`src/include/prs_pkg.sv`:
```
// shared constants and types of the power-on-reset sequencer
package prs_pkg;

    // comparator trip points in millivolts, fixed in the analog front end
    localparam int MONITOR_ACTIVE_MV = 700;
    localparam int BATTERY_STARTUP_MV = 820;
    localparam int BATTERY_STARTUP_TOL_MV = 50;
    localparam int SHUTDOWN_MV = 800;
    localparam int SHUTDOWN_TOL_MV = 50;

    // wait lengths in internal oscillator cycles; plain defaults
    localparam int TIMER_W = 24;
    localparam logic [TIMER_W-1:0] QUALIFY_CYCLES = 24'h00_03E8;
    localparam logic [TIMER_W-1:0] REG_SETTLE_CYCLES = 24'h00_0100;
    localparam logic [TIMER_W-1:0] PUMP_SETTLE_CYCLES = 24'h00_0100;
    localparam logic [TIMER_W-1:0] REFRESH_DIV_CYCLES = 24'h00_0040;
    localparam logic [TIMER_W-1:0] TIMER_ONE = 24'h00_0001;

    // core regulator setting
    localparam int REG_SET_W = 4;
    localparam logic [REG_SET_W-1:0] CORE_REG_DEFAULT = 4'h0;
    localparam logic [REG_SET_W-1:0] CORE_REG_MAX = 4'hF;

    typedef enum logic [2:0] {
        PRS_OFF,
        PRS_QUALIFY,
        PRS_REG_WAIT,
        PRS_PUMP_WAIT,
        PRS_CLK_DIST,
        PRS_EXT_SWITCH,
        PRS_BOOT,
        PRS_RUN
    } prs_state_e;

endpackage

```
`src/logic/prs_sequencer.sv`:
```
// supply supervision and power-on-reset bring-up sequencer
`timescale 1ns/1ps
`default_nettype none
// Operation
// watch battery and core supply, start on battery startup level, reset when either falls below shutdown.
// comparator levels are 0.70 V monitor, 0.82 V +-50 mV battery startup, 0.80 V +-50 mV shutdown.
// at sequence start audio is off and all control state is asynchronously reset to defaults.
// core registers are held cleared during power-on reset, RAM contents are left unspecified.
// supply stabilisation completes before boot ROM initialisation starts.
// regulators settle, then charge pump settles, then clock is distributed, then external clock is selected.
// reset release only after core supply stays above startup level for the whole qualification time.
// a dip below core shutdown level shuts down and needs a fresh full qualification to restart.
// a supply failure shuts down every functional unit, the audio path included.
// once running only a fall below shutdown level stops the system, giving hysteresis.
// the internal oscillator clocks only boot and standby, normal running needs the external clock.
// during boot the core regulator setting is driven to its maximum.
// the charge pump refresh is timed from a rate divided from the slow clock.
// qualification and settle waits are counters on the internal oscillator with parameter lengths.
module prs_sequencer
    import prs_pkg::*;
#(
    parameter logic [TIMER_W-1:0] QUALIFY_LEN = QUALIFY_CYCLES,
    parameter logic [TIMER_W-1:0] REG_SETTLE_LEN = REG_SETTLE_CYCLES,
    parameter logic [TIMER_W-1:0] PUMP_SETTLE_LEN = PUMP_SETTLE_CYCLES,
    parameter logic [TIMER_W-1:0] REFRESH_LEN = REFRESH_DIV_CYCLES
)
(
    input wire logic clk,
    input wire logic resetn,
    input wire logic monitorActive,
    input wire logic batteryAboveStartup,
    input wire logic batteryAboveShutdown,
    input wire logic coreAboveStartup,
    input wire logic coreAboveShutdown,
    input wire logic extClockPresent,
    input wire logic bootDone,
    output logic regulatorEnable,
    output logic chargePumpEnable,
    output logic clockDistribute,
    output logic extClockSelect,
    output logic audioOutputEnable,
    output logic coreResetn,
    output logic bootStart,
    output logic [REG_SET_W-1:0] coreRegSetting,
    output logic chargePumpRefresh,
    output logic systemRunning
);

    typedef struct packed {
        prs_state_e state;
        logic regEn;
        logic pumpEn;
        logic clkDist;
        logic extSel;
        logic audioEn;
        logic coreRstn;
        logic bootGo;
        logic [REG_SET_W-1:0] regSetting;
        logic [TIMER_W-1:0] qualRun;
    } prs_seq_s;

    prs_seq_s st;
    prs_seq_s next_st;

    logic supplyFail;
    logic waitLoad;
    logic [TIMER_W-1:0] waitValue;
    logic waitDone;
    logic refreshLoad;
    logic refreshDone;
    logic refreshBusy;

    // core supply only counts once its regulator has been qualified
    always_comb begin
        supplyFail = !monitorActive || !batteryAboveShutdown;
        if (st.state != PRS_OFF && st.state != PRS_QUALIFY) begin
            supplyFail = supplyFail || !coreAboveShutdown;
        end
    end

    always_comb begin
        next_st = st;
        next_st.bootGo = 1'b0;
        if (st.state != PRS_OFF && supplyFail) begin
            // everything off and back into reset at once
            next_st = '0;
            next_st.state = PRS_OFF;
            next_st.regSetting = CORE_REG_DEFAULT;
        end else begin
            unique case (st.state)
                PRS_OFF: begin
                    if (monitorActive && batteryAboveStartup) begin
                        next_st.state = PRS_QUALIFY;
                        next_st.regEn = 1'b1;
                    end
                end
                PRS_QUALIFY: begin
                    if (waitDone && coreAboveStartup) begin
                        next_st.state = PRS_REG_WAIT;
                    end
                end
                PRS_REG_WAIT: begin
                    if (waitDone) begin
                        next_st.state = PRS_PUMP_WAIT;
                        next_st.pumpEn = 1'b1;
                    end
                end
                PRS_PUMP_WAIT: begin
                    if (waitDone) begin
                        next_st.state = PRS_CLK_DIST;
                        next_st.clkDist = 1'b1;
                    end
                end
                PRS_CLK_DIST: begin
                    next_st.state = PRS_EXT_SWITCH;
                end
                PRS_EXT_SWITCH: begin
                    // no external clock means staying on the oscillator, boot not yet started
                    if (extClockPresent) begin
                        next_st.extSel = 1'b1;
                        next_st.state = PRS_BOOT;
                        next_st.bootGo = 1'b1;
                        next_st.coreRstn = 1'b1;
                        next_st.regSetting = CORE_REG_MAX;
                    end
                end
                PRS_BOOT: begin
                    if (bootDone) begin
                        next_st.state = PRS_RUN;
                        next_st.audioEn = 1'b1;
                    end
                end
                PRS_RUN: begin
                    next_st.state = PRS_RUN;
                end
            endcase
        end
        // qualification helper: consecutive cycles of core supply above startup
        if (!coreAboveStartup || st.state != PRS_QUALIFY) begin
            next_st.qualRun = '0;
        end else if (st.qualRun != '1) begin
            next_st.qualRun = st.qualRun + TIMER_ONE;
        end
    end

    always_ff @(posedge clk or negedge resetn) begin
        if (!resetn) begin
            st <= '0;
        end else begin
            st <= next_st;
        end
    end

    // restart the qualification whenever the core supply is not above startup
    assign waitLoad = (next_st.state != st.state) || (st.state == PRS_QUALIFY && !coreAboveStartup);

    always_comb begin
        unique case (next_st.state)
            PRS_QUALIFY: waitValue = QUALIFY_LEN;
            PRS_REG_WAIT: waitValue = REG_SETTLE_LEN;
            PRS_PUMP_WAIT: waitValue = PUMP_SETTLE_LEN;
            default: waitValue = TIMER_ONE;
        endcase
    end

    prs_timer waitTimer (
        .clk(clk),
        .resetn(resetn),
        .load(waitLoad),
        .loadValue(waitValue),
        .expired(waitDone),
        .busy()
    );

    // refresh rate divided down from the oscillator while the pump runs
    assign refreshLoad = st.pumpEn && (refreshDone || !refreshBusy);

    prs_timer refreshTimer (
        .clk(clk),
        .resetn(resetn),
        .load(refreshLoad),
        .loadValue(REFRESH_LEN),
        .expired(refreshDone),
        .busy(refreshBusy)
    );

    assign chargePumpRefresh = st.pumpEn && refreshDone;
    assign regulatorEnable = st.regEn;
    assign chargePumpEnable = st.pumpEn;
    assign clockDistribute = st.clkDist;
    assign extClockSelect = st.extSel;
    assign audioOutputEnable = st.audioEn;
    assign coreResetn = st.coreRstn;
    assign bootStart = st.bootGo;
    assign coreRegSetting = st.regSetting;
    assign systemRunning = (st.state == PRS_RUN);
endmodule
`default_nettype wire

```
`src/logic/prs_timer.sv`:
```
// loadable down counter used for qualification, settle waits and refresh timing
`timescale 1ns/1ps
`default_nettype none
module prs_timer
    import prs_pkg::*;
(
    input wire logic clk,
    input wire logic resetn,
    input wire logic load,
    input wire logic [TIMER_W-1:0] loadValue,
    output logic expired,
    output logic busy
);

    typedef struct packed {
        logic [TIMER_W-1:0] count;
        logic running;
    } prs_timer_s;

    prs_timer_s st;
    prs_timer_s next_st;

    always_comb begin
        next_st = st;
        if (load) begin
            // zero would expire at once without any wait, so a load never goes below one
            next_st.count = (loadValue == '0) ? TIMER_ONE : loadValue;
            next_st.running = 1'b1;
        end else if (st.running && st.count != '0) begin
            next_st.count = st.count - TIMER_ONE;
        end
    end

    always_ff @(posedge clk or negedge resetn) begin
        if (!resetn) begin
            st <= '0;
        end else begin
            st <= next_st;
        end
    end

    assign expired = st.running && (st.count == '0);
    assign busy = st.running;

endmodule
`default_nettype wire

```
`config.mk`:
```
export PLATFORM = sky130hd
export DESIGN_NAME = prs_sequencer
export DESIGN_NICKNAME = d
export VERILOG_FILES = /design/src/include/prs_pkg.sv /design/src/logic/prs_sequencer.sv /design/src/logic/prs_timer.sv
export SDC_FILE = /design/constraint.sdc
export NUM_CORES = 1
export LEC_CHECK = 0
export BUFFER_PORTS_ARGS = -buffer_cell sky130_fd_sc_hd__buf_2
export CAP_MARGIN = 20
export CORE_MARGIN = 10
export CORE_UTILIZATION = 30
export DETAILED_ROUTE_END_ITERATION = 8
export GPL_ROUTABILITY_DRIVEN = 0
export GPL_TIMING_DRIVEN = 0
export PLACE_DENSITY = 0.48
export SYNTH_ARGS = -nofsm -noshare
export SYNTH_HDL_FRONTEND = slang
export SYNTH_SLANG_ARGS = --single-unit
export TNS_END_PERCENT = 100
```
`constraint.sdc`:
```
create_clock -name clk -period 6.6 [get_ports clk]
set_clock_uncertainty 0.2 [all_clocks]
set_input_delay 0 -clock clk [delete_from_list [all_inputs] [get_ports clk]]
set_output_delay 0 -clock clk [all_outputs]
set_load 0.1 [all_outputs]
```
* Word-level counts from Yosys, hierarchy flattened
Cells that the tools add are included.
** Cells by class
- Add/subtract/negate cells :: 2
- Equality and inequality tests :: 12
- Reductions and logical operators :: 44
- Multiplexer cells :: 25
** Operators by type and width (number)
- $mux W24 :: 4
- $logic_not A24 Y1 :: 3
- $reduce_bool A24 Y1 :: 2
- $sub A24 B1 Y24 const B :: 2
- $pmux W3 S8 :: 1
- $reduce_bool A2 Y1 :: 11
- $pmux W10 S2 :: 1
- $mux W3 :: 5
- $mux W14 :: 1
- $eq A3 B2 Y1 const B :: 4
- $eq A3 B3 Y1 const B :: 4
- $mux W6 :: 2
- $logic_and A1 B1 Y1 :: 11
- $mux W10 :: 1
- $reduce_and A2 Y1 :: 5
- $mux W1 :: 9
- $eq A3 B1 Y1 const B :: 2
- $logic_not A1 Y1 :: 5
- $logic_or A1 B1 Y1 :: 4
- $mux W4 :: 1
- $logic_not A3 Y1 :: 1
- $ne A3 B1 Y1 const B :: 1
- $ne A3 B3 Y1 :: 1
- $reduce_bool A3 Y1 :: 1
- $reduce_or A2 Y1 :: 1
** Storage, ports and cells
- Output and inout bits :: 13
- Bits in registers :: 64
- Bits of input ports :: 9
- Word-level logic and storage cells :: 96

* Longest topological paths before layout
Gate-level depths: netlist of run 1.
- Depth in word-level cells :: 12
- Depth in mapped cells :: 11

* Hierarchy
From an unflattened synthesis of run 1, not the netlist that was laid out.
** Second synthesis, totals
- Cells, all modules :: 441
- Area, all modules :: 4080.2 um^2
** Modules (own cells, without submodules)
- prs_timer (refreshTimer) :: cells each 194, times used 1, area an instance 1727.9 um^2, sequential area each 625.6 um^2
- prs_timer (waitTimer) :: cells each 177, times used 1, area an instance 1670.4 um^2, sequential area each 625.6 um^2
- prs_sequencer :: cells each 70, times used 1, area an instance 681.9 um^2, sequential area each 250.2 um^2

* Least setup slack after synthesis of run 1
No wires, ideal clock.
- Kind :: register to register
- From :: reg waitTimer.st[10] (netlist name)
- To :: reg waitTimer.st[9] (netlist name)
- Arrival time :: 2.325 ns
- Required time :: 6.262 ns
- Clock period less this slack :: 2.663 ns
- Cell stages (with the launch flop) :: 8
- Slack :: 3.937 ns
- Cell sequence :: dfrtp_1 or4_4 or2_1 buf_6 or3_4 a311oi_4 a21boi_2 a21oi_1
** Between the ends
- Cells in the longest elaborated chain, start to end :: 12
- Elaborated cells between the ends (all ways) :: 21
- Those cells by class :: 4 x eq/ne; 8 x mux; 9 x reduce/logical
** RTL lines
- from (decl) :: line prs_timer.sv:20 : prs_timer_s st;
- from (signal assigned) :: line prs_timer.sv:38 : st <= next_st;
- $logic_not A24 Y1 :: line prs_timer.sv:42 : assign expired = st.running && (st.count == '0);
- $logic_and A1 B1 Y1 :: line prs_timer.sv:42
- $logic_and A1 B1 Y1 :: line prs_sequencer.sv:98 : if (waitDone && coreAboveStartup) begin
- $mux W3 :: line prs_sequencer.sv:98
- $pmux W3 S8 :: line prs_sequencer.sv:90 : unique case (st.state)
- $mux W14 :: line prs_sequencer.sv:84 : if (st.state != PRS_OFF && supplyFail) begin
- $eq A3 B2 Y1 :: line prs_sequencer.sv:158 : unique case (next_st.state)
- $reduce_or A2 Y1 (no source line)
- $pmux W10 S2 :: line prs_sequencer.sv:158
- $logic_not A24 Y1 :: line prs_timer.sv:27 : next_st.count = (loadValue == '0) ? TIMER_ONE : loadValue;
- $mux W10 :: line prs_timer.sv:27
- $mux W24 :: line prs_timer.sv:25 : if (load) begin
Several ways; a longest one is shown, not always the timed one.
A chain may end at the register's enable or synchronous reset.

==> results of run 1 <==
-- final cells by class --
class	count	area, um2	area share
buffer	20	109	0.0279
clock buffer	11	141	0.0363
clock inverter	5	75.1	0.0192
inverter	10	37.5	0.00962
multi-input combinational	276	1670	0.429
sequential	60	1500	0.385
tap	140	175	0.0449
timing repair buffer	29	188	0.0481
-- worst max-delay path: stages, from the launching register on --
cell and delay (ns):
dfrtp_1 0.41, or4_4 0.59, or2_1 0.26, buf_6 0.14, nor3_2 0.49, and3_1 0.27, nand3_1 0.14, nand3_1 0.13
dlygate4sd3_1 0.54
-- worst max path at each step --
stage,from,to,slack (ns),cells past startpoint
4_1_cts,waitTimer.st[10]$_DFFE_PN0P_,st[35]$_DFF_PN0_,3.37,8
2_1_floorplan,waitTimer.st[10]$_DFFE_PN0P_,waitTimer.st[9]$_DFFE_PN0P_,3.94,7
6_report,waitTimer.st[10]$_DFFE_PN0P_,st[35]$_DFF_PN0_,3.38,8
3_3_place_gp,waitTimer.st[17]$_DFFE_PN0P_,waitTimer.st[23]$_DFFE_PN0P_,3.53,9
5_1_grt,waitTimer.st[10]$_DFFE_PN0P_,st[35]$_DFF_PN0_,3.20,8
3_5_place_dp,waitTimer.st[3]$_DFFE_PN0P_,waitTimer.st[18]$_DFFE_PN0P_,3.49,9
-- through the flow --
stage	worst slack (ns)	hold WS, ns	instance area, um2	power [mW]	std cells
floorplan	3.94	-0.496	3320	0.581	366
global placement	3.53	0.107	3600	0.633	527
detailed placement	3.49	-0.0523	3600	0.635	527
CTS	3.37	0.0456	3900	1.02	551
global route	3.20	0.105	3900	1.07	551
finish	3.38	0.0761	3900	1.01	551
-- power groups by stage --
stage	combinational (mW)	clock [mW]	sequential [mW]
after floorplan	0.138	0	0.443
after global placement	0.194	0	0.439
after detailed placement	0.196	0	0.440
after CTS	0.201	0.386	0.433
after global routing	0.223	0.404	0.438
final	0.198	0.374	0.434
-- metal layers --
metal | track usage | up-vias | share of wire
met5 | 0 | - | 0
met4 | 0.0454 | 0 | 0.014
met3 | 0.0275 | 12 | 0.043
met2 | 0.153 | 49 | 0.43
met1 | 0.143 | 1337 | 0.51
li1 | - | 1413 | -
-- timing repair --
item / CTS / global route
gates resized for setup: 0 / 0
hold endpoints to repair: 67 / 0
hold buffers: 8 / 0
-- kinds of logic after synthesis --
kind of cell	share of synthesized area
xor gates and xnor gates	0.0528
and+or+nand+nor	0.268
DFF	0.452
adders and majority gates	0.0151
muxes	0.00301
buffers and inverters	0.0441
AOI/OAI and AO/OA	0.165
-- state kept, by name, indices dropped and copies added (netlist names) --
signal	count
st	3
audioOutputEnable	1
refreshTimer.st	24
bootStart	1
coreRegSetting	1
chargePumpEnable	1
clockDistribute	1
waitTimer.busy	1
extClockSelect	1
regulatorEnable	1
refreshTimer.busy	1
waitTimer.st	24
-- cells in the mapped netlist, types with 3 or more instances --
master / n
dfrtp_1: 60
nor2_1: 45
o21ai_0: 25
nand2_1: 22
a21oi_1: 21
nand3_1: 21
nor3_1: 20
xor2_1: 12
clkbuf_1: 11
inv_1: 10
nor4_1: 9
xnor2_1: 8
o31ai_1: 7
nand2b_1: 6
or3_1: 6
or4_1: 6
and3_1: 5
nand3b_1: 5
nand4_1: 5
o41ai_1: 5
buf_4: 4
ha_1: 4
o311ai_0: 4
a211oi_1: 3
a31oi_1: 3
buf_2: 3
==> results.py, run 1 <==
metrics = {
    "outcome": {
        "status": "finished clean",
    },
    "logic_synthesis": {
        "ys_seq_area_frac": 0.452,
        "synth_top_cell_by_area": "dfrtp_1",
        "synth_nets": 379,
        "netlist_instances": 366,
        "ys.flop_type": "dfrtp_1",
        "synth.yosys.warnings": 0,
        "synth_edf_count": 0,
        "ys_types": 55,
        "postSynth.asyncResetShare": 1.00,
        "synth_area_leaders": "dfrtp_1, nor2_1, o21ai_0",
        "synth_top_area_share": 0.452,
        "ys_seq_elements": 60,
        "syn-cell-area_um2": 3320,
        "syn_avg_cell_area_um2": 9.07,
    },
    "global_routing": {
        "grt_overflow": 0,
        "grt_pass1_vias": 2761,
        "antenna_found_initial": 0,
        "grt_max_degree": 61,
        "grt_usage": 0.105,
        "grt_pass1_wl_mm": 13.9,
    },
    "timing": {
        "rsz0062_at_grt": "no",
        "min_period_over_period": 0.488,
        "slew_violations": 0,
        "hold_violations": 0,
        "setup_viol": 0,
        "worst_slew_margin_rel": 0.467,
        "fmax_ghz": 0.311,
        "tightest_slew_ns": 0.800,
        "fin_tns_setup_ns": 0,
        "period_minus_slack_ns": 3.22,
    },
    "clocking": {
        "cts.htree.levels": 3,
        "cts_sinks": 60,
        "cts_tree": "yes",
        "cts_setup_buffers": 0,
        "worstSkewPairLatency_ns": 0.35,
        "clk_pin_slew_ns": 0.08,
        "cts_buffers": 9,
        "ctsRootBufferMaster": "clkbuf_8",
        "clockBufferDepth": 2,
    },
    "power_and_ir_drop": {
        "internal-power_mw": 0.697,
        "swShare": 0.307,
        "pwr-share-seq": 0.431,
        "p_per_area_nw_per_um2": 258,
        "p_leak_nw": 1.71,
        "vdd_drop_max_mv": 0.0821,
        "p_comb_frac": 0.197,
        "p_sw_mw": 0.308,
        "clockPowerShare": 0.371,
    },
    "floorplanning": {
        "fp.dieH_um": 125,
        "die_area_um2": 15700,
        "coreArea_um2": 10800,
        "initial_core_util": 0.306,
        "die_w_um": 125,
        "row_count": 38,
        "ios": 22,
    },
    "layout": {
        "fillerInstances": 1112,
        "drive_gt1_frac": 0.134,
        "utilization": 0.360,
        "synthToLayoutAreaGrowth_pct": 17.4,
        "final_nets": 419,
        "insertedDiodeCount": 0,
        "final_common_cell": "dfrtp_1",
        "final_cell_mix": "dfrtp_1, nor2_1, o21ai_0",
    },
    "route": {
        "firstDrtPassIters": 4,
        "ant_nets": 0,
        "route.vias.total": 2811,
        "post_drt_wl_per_cell_um": 14.8,
        "viasPerCell": 5.10,
        "drc": 0,
        "drt-initial-drc-count": 231,
        "wirelength_mm": 8.17,
    },
    "critical_path": {
        "path_class": "register to register",
        "r2r_start": "waitTimer.st[10]$_DFFE_PN0P_",
        "cp_data_arrival_time_ns": 3.30,
        "start_kind": "register",
        "timing.rr.end": "st[35]$_DFF_PN0_",
        "cp-end-kind": "register",
        "rrSetupSlack_ns": 3.38,
        "r2r_cells": 8,
        "critical_path.max_fanout": 8,
        "crit_required_ns": 6.68,
    },
    "placement": {
        "io_buffers": 21,
        "dpl.hpwl_mm": 5.56,
    },
    "run": {
        "drv_cap": 0,
    },
    "min_path": {
        "hold_path.class": "input pin to async pin",
    },
}
Power figures use the tool's default switching activity.
==> run 2: changes to the inputs <==
--- a/config.mk
+++ b/config.mk
@@ -5,6 +5,7 @@
 export SDC_FILE = /design/constraint.sdc
 export NUM_CORES = 1
 export LEC_CHECK = 0
+export ABC_AREA = 1
 export BUFFER_PORTS_ARGS = -buffer_cell sky130_fd_sc_hd__buf_2
 export CAP_MARGIN = 20
 export CORE_MARGIN = 10
==> constraint.sdc (replaced) <==
create_clock -name clk -period 3.1 [get_ports clk]
set_clock_uncertainty 0.2 [all_clocks]
set_input_delay 0 -clock clk [delete_from_list [all_inputs] [get_ports clk]]
set_output_delay 0 -clock clk [all_outputs]
set_load 0.1 [all_outputs]
==> run 2 against run 1 <==
Effect of this change:
- clock power increased to 2.9 times the previous value
- final cell count increased by 21%
- synthesized area increased by 9.3%
- via count increased by 13%
- global-route usage increased by 0.97 points
- non-clock buffer count decreased by 6
- routed wire length increased by 6.6%
- clock-buffer cell count unchanged
- core utilization increased by 0.61 points
- critical endpoint is now waitTimer.st[21]$_DFFE_PN0P_
==> results.py, run 2 <==
metrics = {
    "outcome": {
        "status": "finished clean",
    },
    "placement": {
        "dpl.hpwl_mm": 6.44,
        "dp_slack_ns": 0.419,
        "dp_cells": 640,
        "io_buffers": 21,
    },
    "logic_synthesis": {
        "ys_types": 39,
        "synth.most_common_cell": "nand2_1",
        "synth_area_leaders": "dfrtp_1, nand2_1, nor2_1",
        "postSynth.asyncResetShare": 1.00,
        "synth_edf_count": 0,
        "ys.flop_type": "dfrtp_1",
        "synth.yosys.warnings": 0,
        "ys_seq_area_frac": 0.414,
        "syn-cell-area_um2": 3630,
        "synthTopCellsByCount": "nand2_1, nor2_1, dfrtp_1, nand3_1, inv_1",
        "ys_seq_elements": 60,
        "synth_nets": 485,
        "synth_top_cell_by_area": "dfrtp_1",
        "synth_top_area_share": 0.414,
        "netlist_instances": 472,
        "syn_avg_cell_area_um2": 7.69,
    },
    "clocking": {
        "ctsResizeCount": 0,
        "cts_sinks": 60,
        "clk_pin_slew_ns": 0.05,
        "clockBufferDepth": 2,
        "cts_buffers": 9,
        "cts_tree": "yes",
        "cts_setup_buffers": 0,
        "cts.htree.levels": 3,
        "ctsHoldBuffers": 11,
        "worstSkewPairLatency_ns": 0.34,
        "ctsRootBufferMaster": "clkbuf_16",
    },
    "timing": {
        "slew_violations": 0,
        "tightest_slew_ns": 0.779,
        "worst_slew_margin_rel": 0.481,
        "period_minus_slack_ns": 2.67,
        "fmax_ghz": 0.375,
        "fin_tns_setup_ns": 0,
        "worst_slack_ns": 0.432,
        "rsz0062_at_grt": "no",
        "min_period_over_period": 0.861,
        "hold_violations": 0,
        "setup_viol": 0,
    },
    "power_and_ir_drop": {
        "pwr-share-seq": 0.322,
        "vdd_drop_max_mv": 0.382,
        "p_per_area_nw_per_um2": 951,
        "swShare": 0.423,
        "p_leak_nw": 2.13,
        "p_comb_frac": 0.417,
        "clockPowerShare": 0.261,
        "internal-power_mw": 2.39,
        "p_sw_mw": 1.75,
    },
    "global_routing": {
        "grt_pass1_vias": 3245,
        "grt_overflow": 0,
        "grt_pass1_wl_mm": 15.6,
        "grt_max_degree": 61,
        "antenna_found_initial": 0,
        "grt_usage": 0.115,
    },
    "critical_path": {
        "start_kind": "register",
        "cp_common_cell": "inv_1",
        "crit_family": "simple AND/OR/NAND/NOR gates",
        "cp_slowest_cell": "dfrtp_1",
        "critPathMaxStageDelay_ns": 0.37,
        "crit_required_ns": 3.12,
        "path_cells": "inv_1 > ha_1 > inv_1 > nor2_1 > nand2_1 > nor2_2 > nand4_4 > a21oi_4 > nand2_2 > a21oi_2 > nor2_8 > nand2_4 > buf_6 > buf_8 > nor2_4",
        "path_class": "register to register",
        "cp_num_buf_inv": 4,
        "critical_path.max_fanout": 10,
        "cp_data_arrival_time_ns": 2.69,
        "cp-end-kind": "register",
    },
    "route": {
        "firstDrtPassIters": 4,
        "viasPerCell": 4.75,
        "ant_nets": 0,
        "route.vias.total": 3168,
        "drt-initial-drc-count": 163,
        "wirelength_mm": 8.71,
        "post_drt_wl_per_cell_um": 13.1,
        "drc": 0,
    },
    "floorplanning": {
        "coreArea_um2": 11900,
        "die_w_um": 130,
        "row_count": 40,
        "ios": 22,
        "initial_core_util": 0.305,
        "fp.dieH_um": 130,
        "die_area_um2": 16900,
    },
    "min_path": {
        "hold_path.class": "input pin to register",
    },
    "layout": {
        "reg_top3": "refreshTimer.st: 24 flops, waitTimer.st: 24 flops, st: 3 flops",
        "final_common_cell": "nand2_1",
        "insertedDiodeCount": 0,
        "fillerInstances": 1269,
        "drive_gt1_frac": 0.165,
        "final_nets": 528,
        "instances_no_fill": 667,
        "synthToLayoutAreaGrowth_pct": 20.0,
        "final_cell_mix": "nand2_1, nor2_1, dfrtp_1",
    },
    "run": {
        "drv_cap": 0,
    },
}
run 2: changes by cell type in the layout (fill, tap and decap cells not counted), moves of 9 or more:
cell,change
clkbuf_1,-9
clkbuf_8,-9
clkbuf_16,+9
nand3_1,+21
nor2_1,+27
nand2_1,+77
inv_1,+27
nor2_2,+17
run 2: final timing paths:
check                                       startpoint  cells after the start                        endpoint  slack, ns
max reg2reg                waitTimer.st[1]$_DFFE_PN0P_                     15    waitTimer.st[21]$_DFFE_PN0P_       0.43
max in group asynchronous                       resetn                      2    waitTimer.st[13]$_DFFE_PN0P_       2.09
min                                  coreAboveShutdown                      5    chargePumpEnable$_DFFE_PN0P_       0.02
min reg2reg                waitTimer.st[1]$_DFFE_PN0P_                      2     waitTimer.st[1]$_DFFE_PN0P_       0.28
max                        waitTimer.st[1]$_DFFE_PN0P_                     15    waitTimer.st[21]$_DFFE_PN0P_       0.43
min in group asynchronous                       resetn                      2  refreshTimer.st[5]$_DFFE_PN0P_       0.08
run 2: worst min-delay path: stages:
cell	delay [ns]
buf_2	0.09
nor2_2	0.04
nor2_2	0.21
nor2_8	0.07
a21oi_1	0.11
run 2: area by class of cell:
class	count	area, um2	share of cell area
repair buffers	32	218	0.0500
flip-flops and latches	60	1500	0.345
multi-input cells	360	1890	0.435
plain buffers	11	86.3	0.0198
clock buffers	11	243	0.0557
inverters	41	156	0.0359
well taps	147	184	0.0422
clock inverters	5	75.1	0.0172
run 2: logic make-up after synthesis:
logic type,after synthesis,synth area share
compound gates,51,0.0758
xor+xnor,21,0.0507
fa+ha+maj,4,0.0138
buf+inv,52,0.0668
flops,60,0.414
mux,1,0.00276
simple gates,283,0.377
run 2: power by group through the flow:
| stage | Clock [mW] | Sequential, mW | Combinational [mW] |
|---|---|---|---|
| floorplan | 0 | 1.31 | 1.37 |
| global placement | 0 | 1.35 | 1.72 |
| detailed placement | 0 | 1.35 | 1.74 |
| CTS | 1.11 | 1.34 | 1.76 |
| global route | 1.14 | 1.39 | 2.00 |
| finish | 1.08 | 1.33 | 1.73 |
run 2: stage by stage:
stage / power [mW] / utilization / hold slack, ns / instance area (um2)
2_1_floorplan: 2.68 / - / -0.496 / 3640
3_3_place_gp: 3.07 / 0.330 / 0.102 / 3930
3_5_place_dp: 3.08 / 0.330 / -0.0603 / 3930
4_1_cts: 4.20 / 0.366 / 0.0253 / 4360
5_1_grt: 4.53 / 0.366 / 0.0479 / 4360
6_report: 4.14 / 0.366 / 0.0231 / 4360
run 2: per-layer routing:
layer	vias to the layer above	part of all wire	GRT usage
li1	1631	-	-
met1	1492	0.46	0.139
met2	31	0.49	0.189
met3	14	0.035	0.0316
met4	0	0.018	0.0437
met5	-	0	0
